### src/verilog/evlog_pkg.sv
/*
 * Constants and carriers of the event log handshake window.
 * Assumes the window base is already subtracted by the command decoder.
 */
`default_nettype none

package evlog_pkg;

    // ****************************************************************
    // Window layout
    // ****************************************************************
    localparam int unsigned NUM_SLOTS        = 3;
    localparam int unsigned SLOT_WORDS       = 8;
    localparam int unsigned WINDOW_WORDS     = 2 + NUM_SLOTS * SLOT_WORDS;
    localparam logic [15:0] OFF_PENDING      = 16'h0000;
    localparam logic [15:0] OFF_HANDSHAKE    = 16'h0001;
    localparam logic [15:0] OFF_FIRST_SLOT   = 16'h0002;

    // ****************************************************************
    // Handshake field positions
    // ****************************************************************
    localparam int unsigned HS_TAG_LSB       = 0;
    localparam int unsigned HS_TAG_MSB       = 7;
    localparam int unsigned HS_NUM_LSB       = 8;
    localparam int unsigned HS_NUM_MSB       = 9;
    localparam int unsigned HS_SCAN_BIT      = 14;
    localparam int unsigned HS_ERASE_BIT     = 15;
    localparam int unsigned HS_OVF_BIT       = 15;
    localparam logic [7:0]  TAG_RESET        = 8'h00;
    localparam logic [7:0]  TAG_FIRST        = 8'h01;
    localparam logic [7:0]  TAG_LAST         = 8'hFF;

    // ****************************************************************
    // Slot contents
    // ****************************************************************
    localparam int unsigned TYPE_LSB         = 0;
    localparam logic [7:0]  TYPE_EMPTY       = 8'hFF;

    // ****************************************************************
    // Answers
    // ****************************************************************
    localparam logic [7:0]  EXC_NONE         = 8'h00;
    localparam logic [7:0]  EXC_BAD_ADDRESS  = 8'h02;
    localparam logic [7:0]  EXC_BAD_VALUE    = 8'h03;

    typedef logic [SLOT_WORDS*16-1:0] entry_t;

    typedef struct packed {
        logic        write;   // 1 = write
        logic [15:0] addr;    // first window index
        logic [7:0]  count;   // number of registers
        logic [15:0] wdata;   // write value
    } req_t;

    typedef struct packed {
        logic        last;    // final word
        logic [7:0]  exc;     // exception code, zero if good
        logic [15:0] data;    // word or write echo
    } rsp_t;

    typedef enum logic [2:0] {
        ST_IDLE = 3'b001,
        ST_READ = 3'b010,
        ST_FILL = 3'b100
    } state_t;

endpackage

`default_nettype wire

### src/verilog/event_log_handshake_window.sv
/*
 * Event log handshake window: entry FIFO, event ring, slots and answer stream.
 * Assumes requests and events come from clk logic, one request at a time.
 */
// Notes on behaviour
// - Window: pending count, handshake, three read-only eight-word slots.
// - Legal: handshake alone, handshake plus first one to three slots, pending count alone or before any of these.
// - Other accesses, partial slot reads too, answer exception 02.
// - Pending count is ring plus slot entries, zero to depth plus three.
// - Unacknowledged occupied slots count as pending beside the ring depth.
// - Each presentation bumps the tag, 1 to 255, then back to 1.
// - Tag is zero only before the first entry after reset.
// - Without a new presentation the tag stays, however often read.
// - Handshake bits 9:8 read the valid slot count.
// - Empty slots carry the all-ones type byte.
// - Handshake read bits 14:10 are zero.
// - Bit 15 flags overflow; acknowledge clears it unless overflow recurred.
// - Slots stay unchanged until the matching tag is written back or bit 15 erases them.
// - After an acknowledge only the last read tag or zero is accepted.
// - A nonzero tag unlike the last read one answers exception 03.
// - Tag zero is always accepted and only runs the command bits.
// - Consumed zero keeps the slots, tops up empty ones, bumps the tag.
// - Smaller consumed count deletes that many, shifts, refills, bumps.
// - Equal consumed count deletes all; further entries are presented with a bump.
// - A consumed count above the valid count acts as equal.
// - Written bits 13:10 are ignored.
// - Bit 14 starts one rescan, ignored while one runs.
// - Bit 15 erases ring and slot entries, not those still in the entry FIFO; the tag is untouched.
// - Both command bits: erase first, then rescan.
// - The ring overwrites its oldest entry when full.
`timescale 1ns/10ps
`default_nettype none

// ****************************************************************
// Entry FIFO
// ****************************************************************
module entry_fifo #(
    parameter int unsigned WIDTH = 128,
    parameter int unsigned DEPTH = 4
) (
    input  wire logic             clk,        // system clock
    input  wire logic             reset,      // asynchronous, active high
    input  wire logic             in_valid,   // source offers a word
    output var  logic             in_ready,   // room for a word
    input  wire logic [WIDTH-1:0] in_data,    // offered word
    output var  logic             out_valid,  // a word is held
    input  wire logic             out_ready,  // sink takes the word
    output var  logic [WIDTH-1:0] out_data    // oldest word
);
    localparam int unsigned PW = (DEPTH > 1) ? $clog2(DEPTH) : 1;

    initial
    begin
        if (DEPTH < 2 || WIDTH < 1)
            $error("entry_fifo needs a depth of at least two");
    end

    logic [WIDTH-1:0] mem_q [DEPTH];
    logic [PW-1:0]    wr_q;
    logic [PW-1:0]    rd_q;
    logic [PW:0]      cnt_q;
    logic             push;
    logic             pop;

    assign push      = in_valid && in_ready;
    assign pop       = out_valid && out_ready;
    assign in_ready  = (cnt_q != (PW+1)'(DEPTH));
    assign out_valid = (cnt_q != '0);
    assign out_data  = mem_q[rd_q];

    function automatic logic [PW-1:0] wrap_inc(input logic [PW-1:0] p);
        wrap_inc = (p == PW'(DEPTH - 1)) ? '0 : p + 1'b1;
    endfunction

    always_ff @(posedge clk)
    begin
        if (push)
            mem_q[wr_q] <= in_data;
    end

    always_ff @(posedge clk or posedge reset)
    begin
        if (reset)
        begin
            wr_q  <= '0;
            rd_q  <= '0;
            cnt_q <= '0;
        end
        else
        begin
            if (push)
                wr_q <= wrap_inc(wr_q);
            if (pop)
                rd_q <= wrap_inc(rd_q);
            if (push && !pop)
                cnt_q <= cnt_q + 1'b1;
            else if (pop && !push)
                cnt_q <= cnt_q - 1'b1;
        end
    end
endmodule // entry_fifo

// ****************************************************************
// Handshake window
// ****************************************************************
module event_log_handshake_window
    import evlog_pkg::*;
#(
    parameter int unsigned RING_DEPTH = 16,  // ring entries
    parameter int unsigned FIFO_DEPTH = 4    // entry FIFO depth
) (
    input  wire logic   clk,                  // system clock
    input  wire logic   reset,                // asynchronous, active high
    input  wire logic   req_valid,            // register request offered
    input  wire req_t   req,                  // request fields
    output var  logic   req_ready,            // request taken
    output var  logic   rsp_valid,            // one answer word this cycle
    output var  rsp_t   rsp,                  // answer word
    input  wire logic   ev_valid,             // new log entry offered
    input  wire entry_t ev_data,              // log entry
    output var  logic   ev_ready,             // entry FIFO has room
    output var  logic   full_rescan_request,  // rescan start pulse
    input  wire logic   full_rescan_busy      // a full rescan is running
);
    localparam int unsigned RW = $clog2(RING_DEPTH + 1);
    localparam int unsigned PW = (RING_DEPTH > 1) ? $clog2(RING_DEPTH) : 1;

    initial
    begin
        if (RING_DEPTH < 1 || RING_DEPTH > 65532 || FIFO_DEPTH < 2)
            $error("event_log_handshake_window: unsupported depth");
    end

    state_t      st_q;
    state_t      st_d;
    entry_t      ring_q [RING_DEPTH];
    logic [PW-1:0] head_q;
    logic [RW-1:0] ring_cnt_q;
    entry_t      slot_q [NUM_SLOTS];
    logic [1:0]  slot_cnt_q;
    logic [7:0]  tag_q;
    logic [7:0]  tag_read_q;
    logic [1:0]  read_valid_q;
    logic        acked_q;
    logic        ovf_q;
    logic        ovf_new_q;
    logic        scan_q;
    logic        ready_q;
    entry_t      snap_slot_q [NUM_SLOTS];
    logic [15:0] snap_pend_q;
    logic [15:0] snap_hs_q;
    logic [1:0]  snap_valid_q;
    logic [15:0] cur_q;
    logic [7:0]  rem_q;
    logic        rsp_valid_q;
    rsp_t        rsp_q;

    logic        fifo_valid;
    entry_t      fifo_data;
    logic        take;
    logic        legal;
    logic        do_read;
    logic        hs_read;
    logic        is_wr;
    logic        wr_reject;
    logic        do_ack;
    logic        do_erase;
    logic        do_scan;
    logic [1:0]  consumed;
    logic        push;
    logic        pop;
    logic        fill_done;

    // ****************************************************************
    // Helpers
    // ****************************************************************
    function automatic logic access_ok(input req_t r);
        if (r.write)
            access_ok = (r.addr == OFF_HANDSHAKE) && (r.count == 8'h01);
        else if (r.addr == OFF_HANDSHAKE)
            access_ok = r.count inside {8'h01, 8'h09, 8'h11, 8'h19};
        else
            access_ok = (r.addr == OFF_PENDING) && (r.count inside {8'h01, 8'h02, 8'h0A, 8'h12, 8'h1A});
    endfunction

    function automatic logic [7:0] tag_next(input logic [7:0] t);
        tag_next = (t == TAG_LAST) ? TAG_FIRST : t + 1'b1;
    endfunction

    function automatic logic [PW-1:0] ring_idx(input logic [PW-1:0] base, input logic [RW-1:0] off);
        logic [RW:0] s;
        s = {1'b0, RW'(base)} + {1'b0, off};
        if (s >= (RW+1)'(RING_DEPTH))
            s = s - (RW+1)'(RING_DEPTH);
        ring_idx = s[PW-1:0];
    endfunction

    function automatic logic [15:0] window_word(input logic [15:0] a);
        logic [15:0] rel;
        logic [1:0]  idx;
        logic [2:0]  w;
        rel = a - OFF_FIRST_SLOT;
        idx = rel[4:3];
        w   = rel[2:0];
        if (a == OFF_PENDING)
            window_word = snap_pend_q;
        else if (a == OFF_HANDSHAKE)
            window_word = snap_hs_q;
        else if (idx >= snap_valid_q)
            window_word = (w == 3'd0) ? (16'(TYPE_EMPTY) << TYPE_LSB) : 16'h0000;
        else
            window_word = snap_slot_q[idx][w*16 +: 16];
    endfunction

    entry_fifo #(
        .WIDTH ($bits(entry_t)),
        .DEPTH (FIFO_DEPTH)
    ) u_fifo (
        .clk       (clk),
        .reset     (reset),
        .in_valid  (ev_valid),
        .in_ready  (ev_ready),
        .in_data   (ev_data),
        .out_valid (fifo_valid),
        .out_ready (push),
        .out_data  (fifo_data)
    );

    // ****************************************************************
    // Request decode
    // ****************************************************************
    always_comb
    begin
        take      = req_valid && ready_q;
        legal     = access_ok(req);
        do_read   = take && legal && !req.write;
        hs_read   = do_read && (req.addr == OFF_HANDSHAKE || req.count > 8'h01);
        is_wr     = take && legal && req.write;
        wr_reject = is_wr && (req.wdata[HS_TAG_MSB:HS_TAG_LSB] != TAG_RESET)
                          && (req.wdata[HS_TAG_MSB:HS_TAG_LSB] != tag_read_q);
        do_ack    = is_wr && !wr_reject && !acked_q
                          && (req.wdata[HS_TAG_MSB:HS_TAG_LSB] != TAG_RESET);
        do_erase  = is_wr && !wr_reject && req.wdata[HS_ERASE_BIT];
        do_scan   = is_wr && !wr_reject && req.wdata[HS_SCAN_BIT]
                          && !full_rescan_busy && !scan_q;
        consumed  = req.wdata[HS_NUM_MSB:HS_NUM_LSB];
        if (consumed > read_valid_q)
            consumed = read_valid_q;
        if (consumed > slot_cnt_q)
            consumed = slot_cnt_q;
        push      = fifo_valid && (st_q == ST_IDLE) && !take;
        pop       = (st_q == ST_FILL) && (slot_cnt_q != 2'd3) && (ring_cnt_q != '0);
        fill_done = (st_q == ST_FILL) && !pop;
    end

    // ****************************************************************
    // Sequencer
    // ****************************************************************
    always_comb
    begin
        st_d = st_q;
        unique case (st_q)
            ST_IDLE:
            begin
                if (do_read)
                    st_d = ST_READ;
                else if (do_ack && !do_erase)
                    st_d = ST_FILL;
                else if (!take && slot_cnt_q == 2'd0 && ring_cnt_q != '0)
                    st_d = ST_FILL;
            end
            ST_READ:
            begin
                if (rem_q == 8'h01)
                    st_d = ST_IDLE;
            end
            ST_FILL:
            begin
                if (fill_done)
                    st_d = ST_IDLE;
            end
            default:
                st_d = ST_IDLE;
        endcase
    end

    always_ff @(posedge clk or posedge reset)
    begin
        if (reset)
        begin
            st_q    <= ST_IDLE;
            ready_q <= 1'b0;
        end
        else
        begin
            st_q    <= st_d;
            ready_q <= (st_d == ST_IDLE);
        end
    end

    // ****************************************************************
    // Event ring
    // ****************************************************************
    always_ff @(posedge clk)
    begin
        if (push)
            ring_q[ring_idx(head_q, (ring_cnt_q == RW'(RING_DEPTH)) ? '0 : ring_cnt_q)] <= fifo_data;
    end

    always_ff @(posedge clk or posedge reset)
    begin
        if (reset)
        begin
            head_q     <= '0;
            ring_cnt_q <= '0;
        end
        else if (do_erase)
        begin
            head_q     <= '0;
            ring_cnt_q <= '0;
        end
        else if (push && ring_cnt_q == RW'(RING_DEPTH))
            head_q <= ring_idx(head_q, RW'(1));
        else if (push)
            ring_cnt_q <= ring_cnt_q + 1'b1;
        else if (pop)
        begin
            head_q     <= ring_idx(head_q, RW'(1));
            ring_cnt_q <= ring_cnt_q - 1'b1;
        end
    end

    // ****************************************************************
    // Presentation slots
    // ****************************************************************
    always_ff @(posedge clk or posedge reset)
    begin
        if (reset)
        begin
            slot_cnt_q <= 2'd0;
            for (int i = 0; i < NUM_SLOTS; i++)
                slot_q[i] <= '0;
        end
        else if (do_erase)
            slot_cnt_q <= 2'd0;
        else if (do_ack)
        begin
            for (int i = 0; i < NUM_SLOTS; i++)
                if (i + consumed < NUM_SLOTS)
                    slot_q[i] <= slot_q[i + consumed];
            slot_cnt_q <= slot_cnt_q - consumed;
        end
        else if (pop)
        begin
            slot_q[slot_cnt_q] <= ring_q[head_q];
            slot_cnt_q         <= slot_cnt_q + 1'b1;
        end
    end

    // ****************************************************************
    // Tag, acknowledge and overflow tracking
    // ****************************************************************
    always_ff @(posedge clk or posedge reset)
    begin
        if (reset)
            tag_q <= TAG_RESET;
        else if (fill_done && slot_cnt_q != 2'd0)
            tag_q <= tag_next(tag_q);
    end

    always_ff @(posedge clk or posedge reset)
    begin
        if (reset)
        begin
            tag_read_q   <= TAG_RESET;
            read_valid_q <= 2'd0;
            acked_q      <= 1'b0;
        end
        else if (hs_read)
        begin
            tag_read_q   <= tag_q;
            read_valid_q <= slot_cnt_q;
            acked_q      <= 1'b0;
        end
        else if (do_ack || do_erase)
            acked_q <= 1'b1;
    end

    // Overflow and acknowledge never meet: the ring is not pushed on a take.
    always_ff @(posedge clk or posedge reset)
    begin
        if (reset)
        begin
            ovf_q     <= 1'b0;
            ovf_new_q <= 1'b0;
        end
        else if (do_erase)
        begin
            ovf_q     <= 1'b0;
            ovf_new_q <= 1'b0;
        end
        else if (push && ring_cnt_q == RW'(RING_DEPTH))
        begin
            ovf_q     <= 1'b1;
            ovf_new_q <= 1'b1;
        end
        else if (do_ack)
            ovf_q <= ovf_new_q;
        else if (hs_read)
            ovf_new_q <= 1'b0;
    end

    // Erase acts at the take edge, so a rescan on this pulse logs into an empty ring.
    always_ff @(posedge clk or posedge reset)
    begin
        if (reset)
            scan_q <= 1'b0;
        else
            scan_q <= do_scan;
    end

    // ****************************************************************
    // Answer stream
    // ****************************************************************
    always_ff @(posedge clk or posedge reset)
    begin
        if (reset)
        begin
            snap_pend_q  <= 16'h0000;
            snap_hs_q    <= 16'h0000;
            snap_valid_q <= 2'd0;
            for (int i = 0; i < NUM_SLOTS; i++)
                snap_slot_q[i] <= '0;
        end
        else if (do_read)
        begin
            snap_pend_q  <= 16'(ring_cnt_q) + 16'(slot_cnt_q);
            snap_hs_q    <= {ovf_q, 5'b00000, slot_cnt_q, tag_q};
            snap_valid_q <= slot_cnt_q;
            for (int i = 0; i < NUM_SLOTS; i++)
                snap_slot_q[i] <= slot_q[i];
        end
    end

    always_ff @(posedge clk or posedge reset)
    begin
        if (reset)
        begin
            cur_q       <= 16'h0000;
            rem_q       <= 8'h00;
            rsp_valid_q <= 1'b0;
            rsp_q       <= '0;
        end
        else if (take && !legal)
        begin
            rsp_valid_q <= 1'b1;
            rsp_q       <= '{last: 1'b1, exc: EXC_BAD_ADDRESS, data: 16'h0000};
        end
        else if (is_wr)
        begin
            rsp_valid_q <= 1'b1;
            rsp_q       <= '{last: 1'b1, exc: wr_reject ? EXC_BAD_VALUE : EXC_NONE,
                             data: req.wdata};
        end
        else if (do_read)
        begin
            cur_q       <= req.addr;
            rem_q       <= req.count;
            rsp_valid_q <= 1'b0;
        end
        else if (st_q == ST_READ)
        begin
            rsp_valid_q <= 1'b1;
            rsp_q       <= '{last: (rem_q == 8'h01), exc: EXC_NONE, data: window_word(cur_q)};
            cur_q       <= cur_q + 16'h0001;
            rem_q       <= rem_q - 8'h01;
        end
        else
            rsp_valid_q <= 1'b0;
    end

    assign req_ready           = ready_q;
    assign rsp_valid           = rsp_valid_q;
    assign rsp                 = rsp_q;
    assign full_rescan_request = scan_q;

endmodule // event_log_handshake_window

`default_nettype wire

### config.mk
export PLATFORM = sky130hd
export DESIGN_NAME = event_log_handshake_window
export DESIGN_NICKNAME = d
export VERILOG_FILES = /design/src/verilog/evlog_pkg.sv /design/src/verilog/event_log_handshake_window.sv
export SDC_FILE = /design/constraint.sdc
export NUM_CORES = 2
export LEC_CHECK = 0
export BUFFER_PORTS_ARGS = -buffer_cell sky130_fd_sc_hd__buf_2
export CORE_MARGIN = 1.5
export CORE_UTILIZATION = 45
export DETAILED_ROUTE_END_ITERATION = 16
export MAX_ROUTING_LAYER = met4
export SLEW_MARGIN = 20
export SYNTH_ARGS = -nofsm -noshare
export SYNTH_HDL_FRONTEND = slang
export SYNTH_SLANG_ARGS = --single-unit
export TNS_END_PERCENT = 20
### constraint.sdc
create_clock -name clk -period 49.1 [get_ports clk]
set_input_delay 14.73 -clock clk [delete_from_list [all_inputs] [get_ports clk]]
set_output_delay 14.73 -clock clk [all_outputs]
set_load 0.05 [all_outputs]
Word level (Yosys, flattened, before mapping)
Memory sizes are Yosys's and may differ from the RTL's.
Index checks and enable logic that the tools add are counted.

word-level totals
  register bits after elaboration = 891
  RAM bits = 2,560
  bits of input ports = 174
  output and inout port bits = 29
  word-level logic and storage cells = 257
  memories = 2

memories
  memory        words  width  rd ports  clocked after memory_dff  wr ports  line                               source
  ring_q        16     128    1         0                         1         event_log_handshake_window.sv:136  entry_t ring_q [RING_DEPTH];
  u_fifo.mem_q  4      128    1         0                         1         event_log_handshake_window.sv:58   logic [WIDTH-1:0] mem_q [DEPTH];

operators by class
  $add $sub $neg = 19
  order comparisons = 15
  eq/ne operators = 29
  shift-type cells = 1
  multiplexer cells = 80
  bitwise gates (word level) = 8
  reductions and logical operators = 73

operators with widths
  kind                                                                 count
  2-to-1 mux 128 bit                                                   12
  binary-select mux 128 bit (select 2 bit)                             4
  2-to-1 mux 384 bit                                                   2
  bitwise mux 384 bit                                                  1
  demux 128 bit (select 2 bit)                                         1
  variable part select 128 x 8 -> 16 bit                               1
  2-to-1 mux 25 bit                                                    4
  greater-or-equal comparator 33 x 3 -> 1 bit (second input constant)  3
  2-to-1 mux 16 bit                                                    5
  inverter 3 -> 33 bit                                                 2
  < comparator 32 x 2 -> 1 bit (second input constant)                 2
  inverter 2 -> 33 bit                                                 1
  == test 16 x 1 -> 1 bit (second input constant)                      2
  == test 8 x 5 -> 1 bit (second input constant)                       4
  logical AND 1 bit                                                    32
  zero test 16 bit                                                     2
  2-to-1 mux 8 bit                                                     4
  2-to-1 mux 4 bit                                                     7
  2-to-1 mux 5 bit                                                     5
  2-to-1 mux 3 bit                                                     7
  nonzero test 3 bit                                                   7
  2-to-1 mux 1 bit                                                     19
  adder 16 x 1 -> 16 bit (second input constant)                       1
  == test 8 x 1 -> 1 bit (second input constant)                       2
  51 further kinds                                                     95

Logic depth before layout (Yosys ltp)
  depth after elaboration = 18
  mapped depth = 21
  mapped depth without buffers = 16

Modules after synthesis
From an unflattened synthesis, not the netlist that was laid out.

second synthesis, totals
  cell total of the unflattened synthesis = 8,919
  area total of the unflattened synthesis = 141,189.2 µm²

by module, submodules not included
  module                      instances  cells an instance  area each (µm²)  sequential area each (µm²)
  event_log_handshake_window  1          8,212              122,286.0        83,171.0
  entry_fifo                  1          707                18,903.1         15,549.9

Worst setup path before layout
No wires, ideal clock.

  path type = input to register
  from = input port req_valid
  to = memory ring_q[0][0] (netlist bit) (enable)
  library setup time = 0.617 ns
  data arrival time = 20.895 ns
  data required time = 48.483 ns
  path slack = 27.589 ns
  stages on the path = 4
  buffers on the path = 0
  path through = nand2_1 > o311ai_1 > or3_1 > nor2_1

on the way
  cells in the longest elaborated chain, start to end = 5

ends and longest elaborated chain
  element             line                               source
  start: declaration  event_log_handshake_window.sv:114  input wire logic req_valid,
  logical AND 1 bit   event_log_handshake_window.sv:234  take = req_valid && ready_q;
  zero test 1 bit     event_log_handshake_window.sv:251  push = fifo_valid && (st_q == ST_IDLE) && !take;
  logical AND 1 bit   event_log_handshake_window.sv:251
  2-to-1 mux 1 bit    event_log_handshake_window.sv:306  if (push)
  2-to-1 mux 1 bit    event_log_handshake_window.sv:307  ring_q[ring_idx(head_q, (ring_cnt_q == RW'(RING_DEPTH)) ? '0 : ring_cnt_q)] <= fifo_data;
  end: declaration    event_log_handshake_window.sv:136

Every way passes these cells.

Worst setup path in the final report
  from = input port req[8] (netlist bit)
  to = register slot_q[138] (netlist bit)

on the way
  cells in the longest elaborated chain, start to end = 11
  elaborated cells between the ends (all ways) = 14
  those cells by class = add/sub (1); order compare (3); eq/ne (1); mux (7); bitwise (1); reduce/logical (1)

ends and longest elaborated chain
  element                                                               line                                                                  source
  start: declaration                                                    event_log_handshake_window.sv:115                                     input wire req_t req,
  > comparator 2 bit                                                    event_log_handshake_window.sv:247                                     if (consumed > read_valid_q)
  2-to-1 mux 2 bit (*)                                                  event_log_handshake_window.sv:247
  > comparator 2 bit                                                    event_log_handshake_window.sv:249                                     if (consumed > slot_cnt_q)
  2-to-1 mux 2 bit (*)                                                  event_log_handshake_window.sv:249
  adder 1 x 2 -> 3 bit (*)                                              event_log_handshake_window.sv:349, event_log_handshake_window.sv:350
  branches (longest 6 deep; another with < comparator 32 x 2 -> 1 bit)  --
  end signal: indexed assignment                                        event_log_handshake_window.sv:350                                     slot_q[i] <= slot_q[i + consumed];
  end signal: indexed assignment                                        event_log_handshake_window.sv:355                                     slot_q[slot_cnt_q] <= ring_q[head_q];
  end: declaration                                                      event_log_handshake_window.sv:139                                     entry_t slot_q [NUM_SLOTS];

Mark *: on every way between the ends. The select of a mux whose other input is x is not followed.
A chain may end at the register's enable or synchronous reset.

==> summary.txt <==
STA
  – Slew Limit Headroom: 14.5%
  – Clock Skew: 0.0604 ns
  – Min Clock Period, post-route: slightly below 20 ns
  – Final WS setup: 29.72 ns
  – Final hold violation count: 0
  – RSZ-0062 raised after global routing: false
  – Final setup fails: 0
  – Final Hold Slack: 0.424 ns
  – Count of pins over their slew limit: 0
  – Tightest Pin Transition: between 1 and 1.5 ns
  – Fmax: 51.6 MHz
  – Setup TNS: 0 ns
  – Period utilisation layout: between 30% and 40%

Routing
  – Post-DRT Antenna Nets: 0
  – DRT iter0 DRCs: 8,312
  – DRT Pass-1 Iters: 7
  – Final wirelength: between 300,000 and 400,000 um
  – DR WL/cell: 28.6 um
  – DRC: 0
  – Vias/cell: 6.04
  – Vias: 80,348

GRT
  – Vias in the first global route: 82,249
  – Initial antenna violation count: 10
  – Largest net degree at the start of global routing: ~150
  – Global-route wire length before repair: 559,000 um
  – Tot GR Track Use: 24.6%
  – GRT overflow: 0

Synth
  – Area leader, netlist: edfxtp_1
  – Synth unique cells: 83
  – Flops & latches, synth: 3,433
  – Post-Syn Area: 141,000 um^2
  – Synth Warn #: 0
  – Post-synth EDFFs: 2,560
  – Post-synth top area share: 54.6%
  – Top_reg_cell synth: edfxtp_1
  – Mapped Cells: 8,702
  – Asr flop ratio synth: between 20% and 30%
  – Top post-synthesis cells by area: edfxtp_1 (55%), dfrtp_1 (16%), mux4_2 (10%)
  – Sequential area share after synthesis: 70.2%
  – Synthesized area per cell: 16.2 um^2

Placed design
  – IO Port Bufs: approximately 200
  – Area post-placement: 146,000 um^2
  – HPWL Detailed: approximately 210,000 um
  – Final GP Congestion: 0.836
  – Place WS: 28.88 ns

Critical path
  – Worst Path Arrival: 20.18 ns
  – CP required: 49.91 ns
  – FF-to-FF path depth: 10
  – CP Capture Type: register
  – Maximum fanout along the worst path: 44
  – Bufs and invs on worst path: 5
  – CP delay by family, top: buffers and inverters
  – Crit path depth: 17
  – Kind of critical path: in2reg
  – Crit path largest cell delay: roughly 1.1 ns
  – Crit-path slowest cell: ha_4
  – Critical R2R Launch: head_q[1]
  – Crit path from: req[8]
  – Critical path cell sequence: buf_2 > inv_1 > ha_1 > nor4bb_1 > a31o_2 > nor2_1 > ha_1 > nand2_1 > o311ai_1 > and2_4 > inv_2 > ha_4 > buf_4 > buf_4 > mux2i_1 > o21ai_0 > mux2_1
  – CP startpoint kind: input port

Die
  – Rows: 205
  – Die width: 562 um
  – DIE HEIGHT: 562 um
  – Initial Util: 45.2%
  – DIE AREA: approximately 320,000 um^2
  – Core area: around 310,000 um^2
  – Ports: 203

Cells and area
  – Commonest non-fill, non-tap cell in the layout: edfxtp_1
  – Final net count: 9,059
  – Design area: 158,000 um^2
  – Layout cells sized above 1: 18.6%
  – Fillers: 25,459
  – P&R area growth vs syn: 12.3%
  – Commonest cells after routing, fill and taps aside: edfxtp_1 (2,560), nand2_1 (1,590), dfrtp_1 (864), mux4_2 (631), mux2i_1 (524)

Clock tree
  – Worst-Skew Late Latency: roughly 0.95 ns
  – Hold_buf cts: 0
  – Clock root cell: clkbuf_16
  – Postcts setup bufs: 0
  – Clock-pin slew on the worst setup and hold paths: 0.06 ns
  – CTS buffer count: 365
  – CTS Sinks: 3,433
  – Post_cts resized: 0
  – CTS tree: built
  – CTS H-tree depth: 5
  – Clock Tree Buf Depth: 4

Hold path
  – HP Start: full_rescan_request
  – WHS Path Cells: 1
  – Hold Path Class: reg2reg

Pwr
  – Leak Pwr: 0.0574 uW
  – VDD IR-drop max: about 0.049 mV
  – Tot Pwr: 9210 uW
  – Cell Pwr Density: 58.3 nW/um^2

Job
  – Max Cap Viol: 0

Outcome
  – Status: completed
-- flip-flops by register name (all words and copies together) (netlist names), 2 cells and up --
| name | count |
|---|---|
| u_fifo.mem_q | 512 |
| rem_q | 8 |
| slot_q | 384 |
| rsp | 19 |
| ring_cnt_q | 5 |
| read_valid_q | 2 |
| tag_q | 8 |
| u_fifo.wr_q | 2 |
| st_q | 3 |
| head_q | 4 |
| snap_hs_q | 10 |
| cur_q | 16 |
| slot_cnt_q | 2 |
| u_fifo.cnt_q | 3 |
| snap_pend_q | 6 |
| ring_q | 2048 |
| tag_read_q | 8 |
| u_fifo.rd_q | 2 |
| snap_slot_q | 384 |
-- power by group --
group / switching, uW / internal [uW] / total, uW / leakage [uW]
Sequential: 140 / 3970 / 4110 / 0.0350
Clock: 1150 / 1570 / 2720 / 0.00579
Combinational: 1630 / 757 / 2390 / 0.0166
-- per-layer routing --
metal | global-route usage, % | part of all wire, % | vias to the layer above
met5 | - | 0 | -
met4 | 8.30 | 3.4 | 0
met2 | 37.6 | 46 | 3106
met3 | 3.21 | 6.7 | 625
met1 | 34.3 | 43 | 42641
li1 | - | - | 33976
-- logic make-up (layout without fill, tap and decap cells) --
family	after synthesis	count (layout)	synth area share (%)
buffers and inverters	624	1066	1.91
xor gates and xnor gates	44	44	0.274
other	1	16	0.00267
DFF	3433	3433	70.2
muxes	1346	1346	15.4
and+or+nand+nor	1888	1888	5.37
AOI/OAI and AO/OA	1326	1326	6.55
adders and majority gates	40	40	0.375
-- synth_stat cells, drive strengths merged (53+ instances only) --
cell type  instances
edfxtp          2560
nand2           1595
dfrtp            872
mux4             631
mux2i            524
o21ai            385
clkbuf           343
buf              242
a22o             214
mux2             191
a21oi            163
a22oi             97
a31oi             89
nor2              88
a221oi            83
o2bb2ai           82
nand3             67
a21o              53
-- path summary, 6_finish.rpt --
path | endpoint | slack [ns]
worst max register to register | ring_q[15][18] | 42.44
worst max-delay path | slot_q[138] | 29.72
worst min-delay path | full_rescan_request | 0.42
worst min register to register | full_rescan_request | 0.42
max in group asynchronous | snap_slot_q[184] | 31.89
min in group asynchronous | req_ready | 13.97
-- area by class of cell --
type / count / area (um^2) / share of cell area, %
Tap cell: 4140 / 5180 / 3.28
Clock inverter: 201 / 1960 / 1.24
Inverter: 39 / 159 / 0.101
Timing Repair Buffer: 357 / 2480 / 1.57
Sequential cell: 3433 / 98700 / 62.5
Clock buffer: 469 / 9860 / 6.24
Multi-Input combinational cell: 4650 / 39600 / 25.1
Antenna cell: 10 / 25.0 / 0.0158
-- metrics by stage --
| stage | instances | utilization [%] |
|---|---|---|
| 3_3_place_gp | 12618 | 46.9 |
| 6_report | 13299 | 50.8 |
| 2_1_floorplan | 8707 | - |
| 3_5_place_dp | 12618 | 47.0 |
| 5_1_grt | 13294 | 50.8 |
| 4_1_cts | 13288 | 50.7 |
Power figures use the tool's default switching activity.
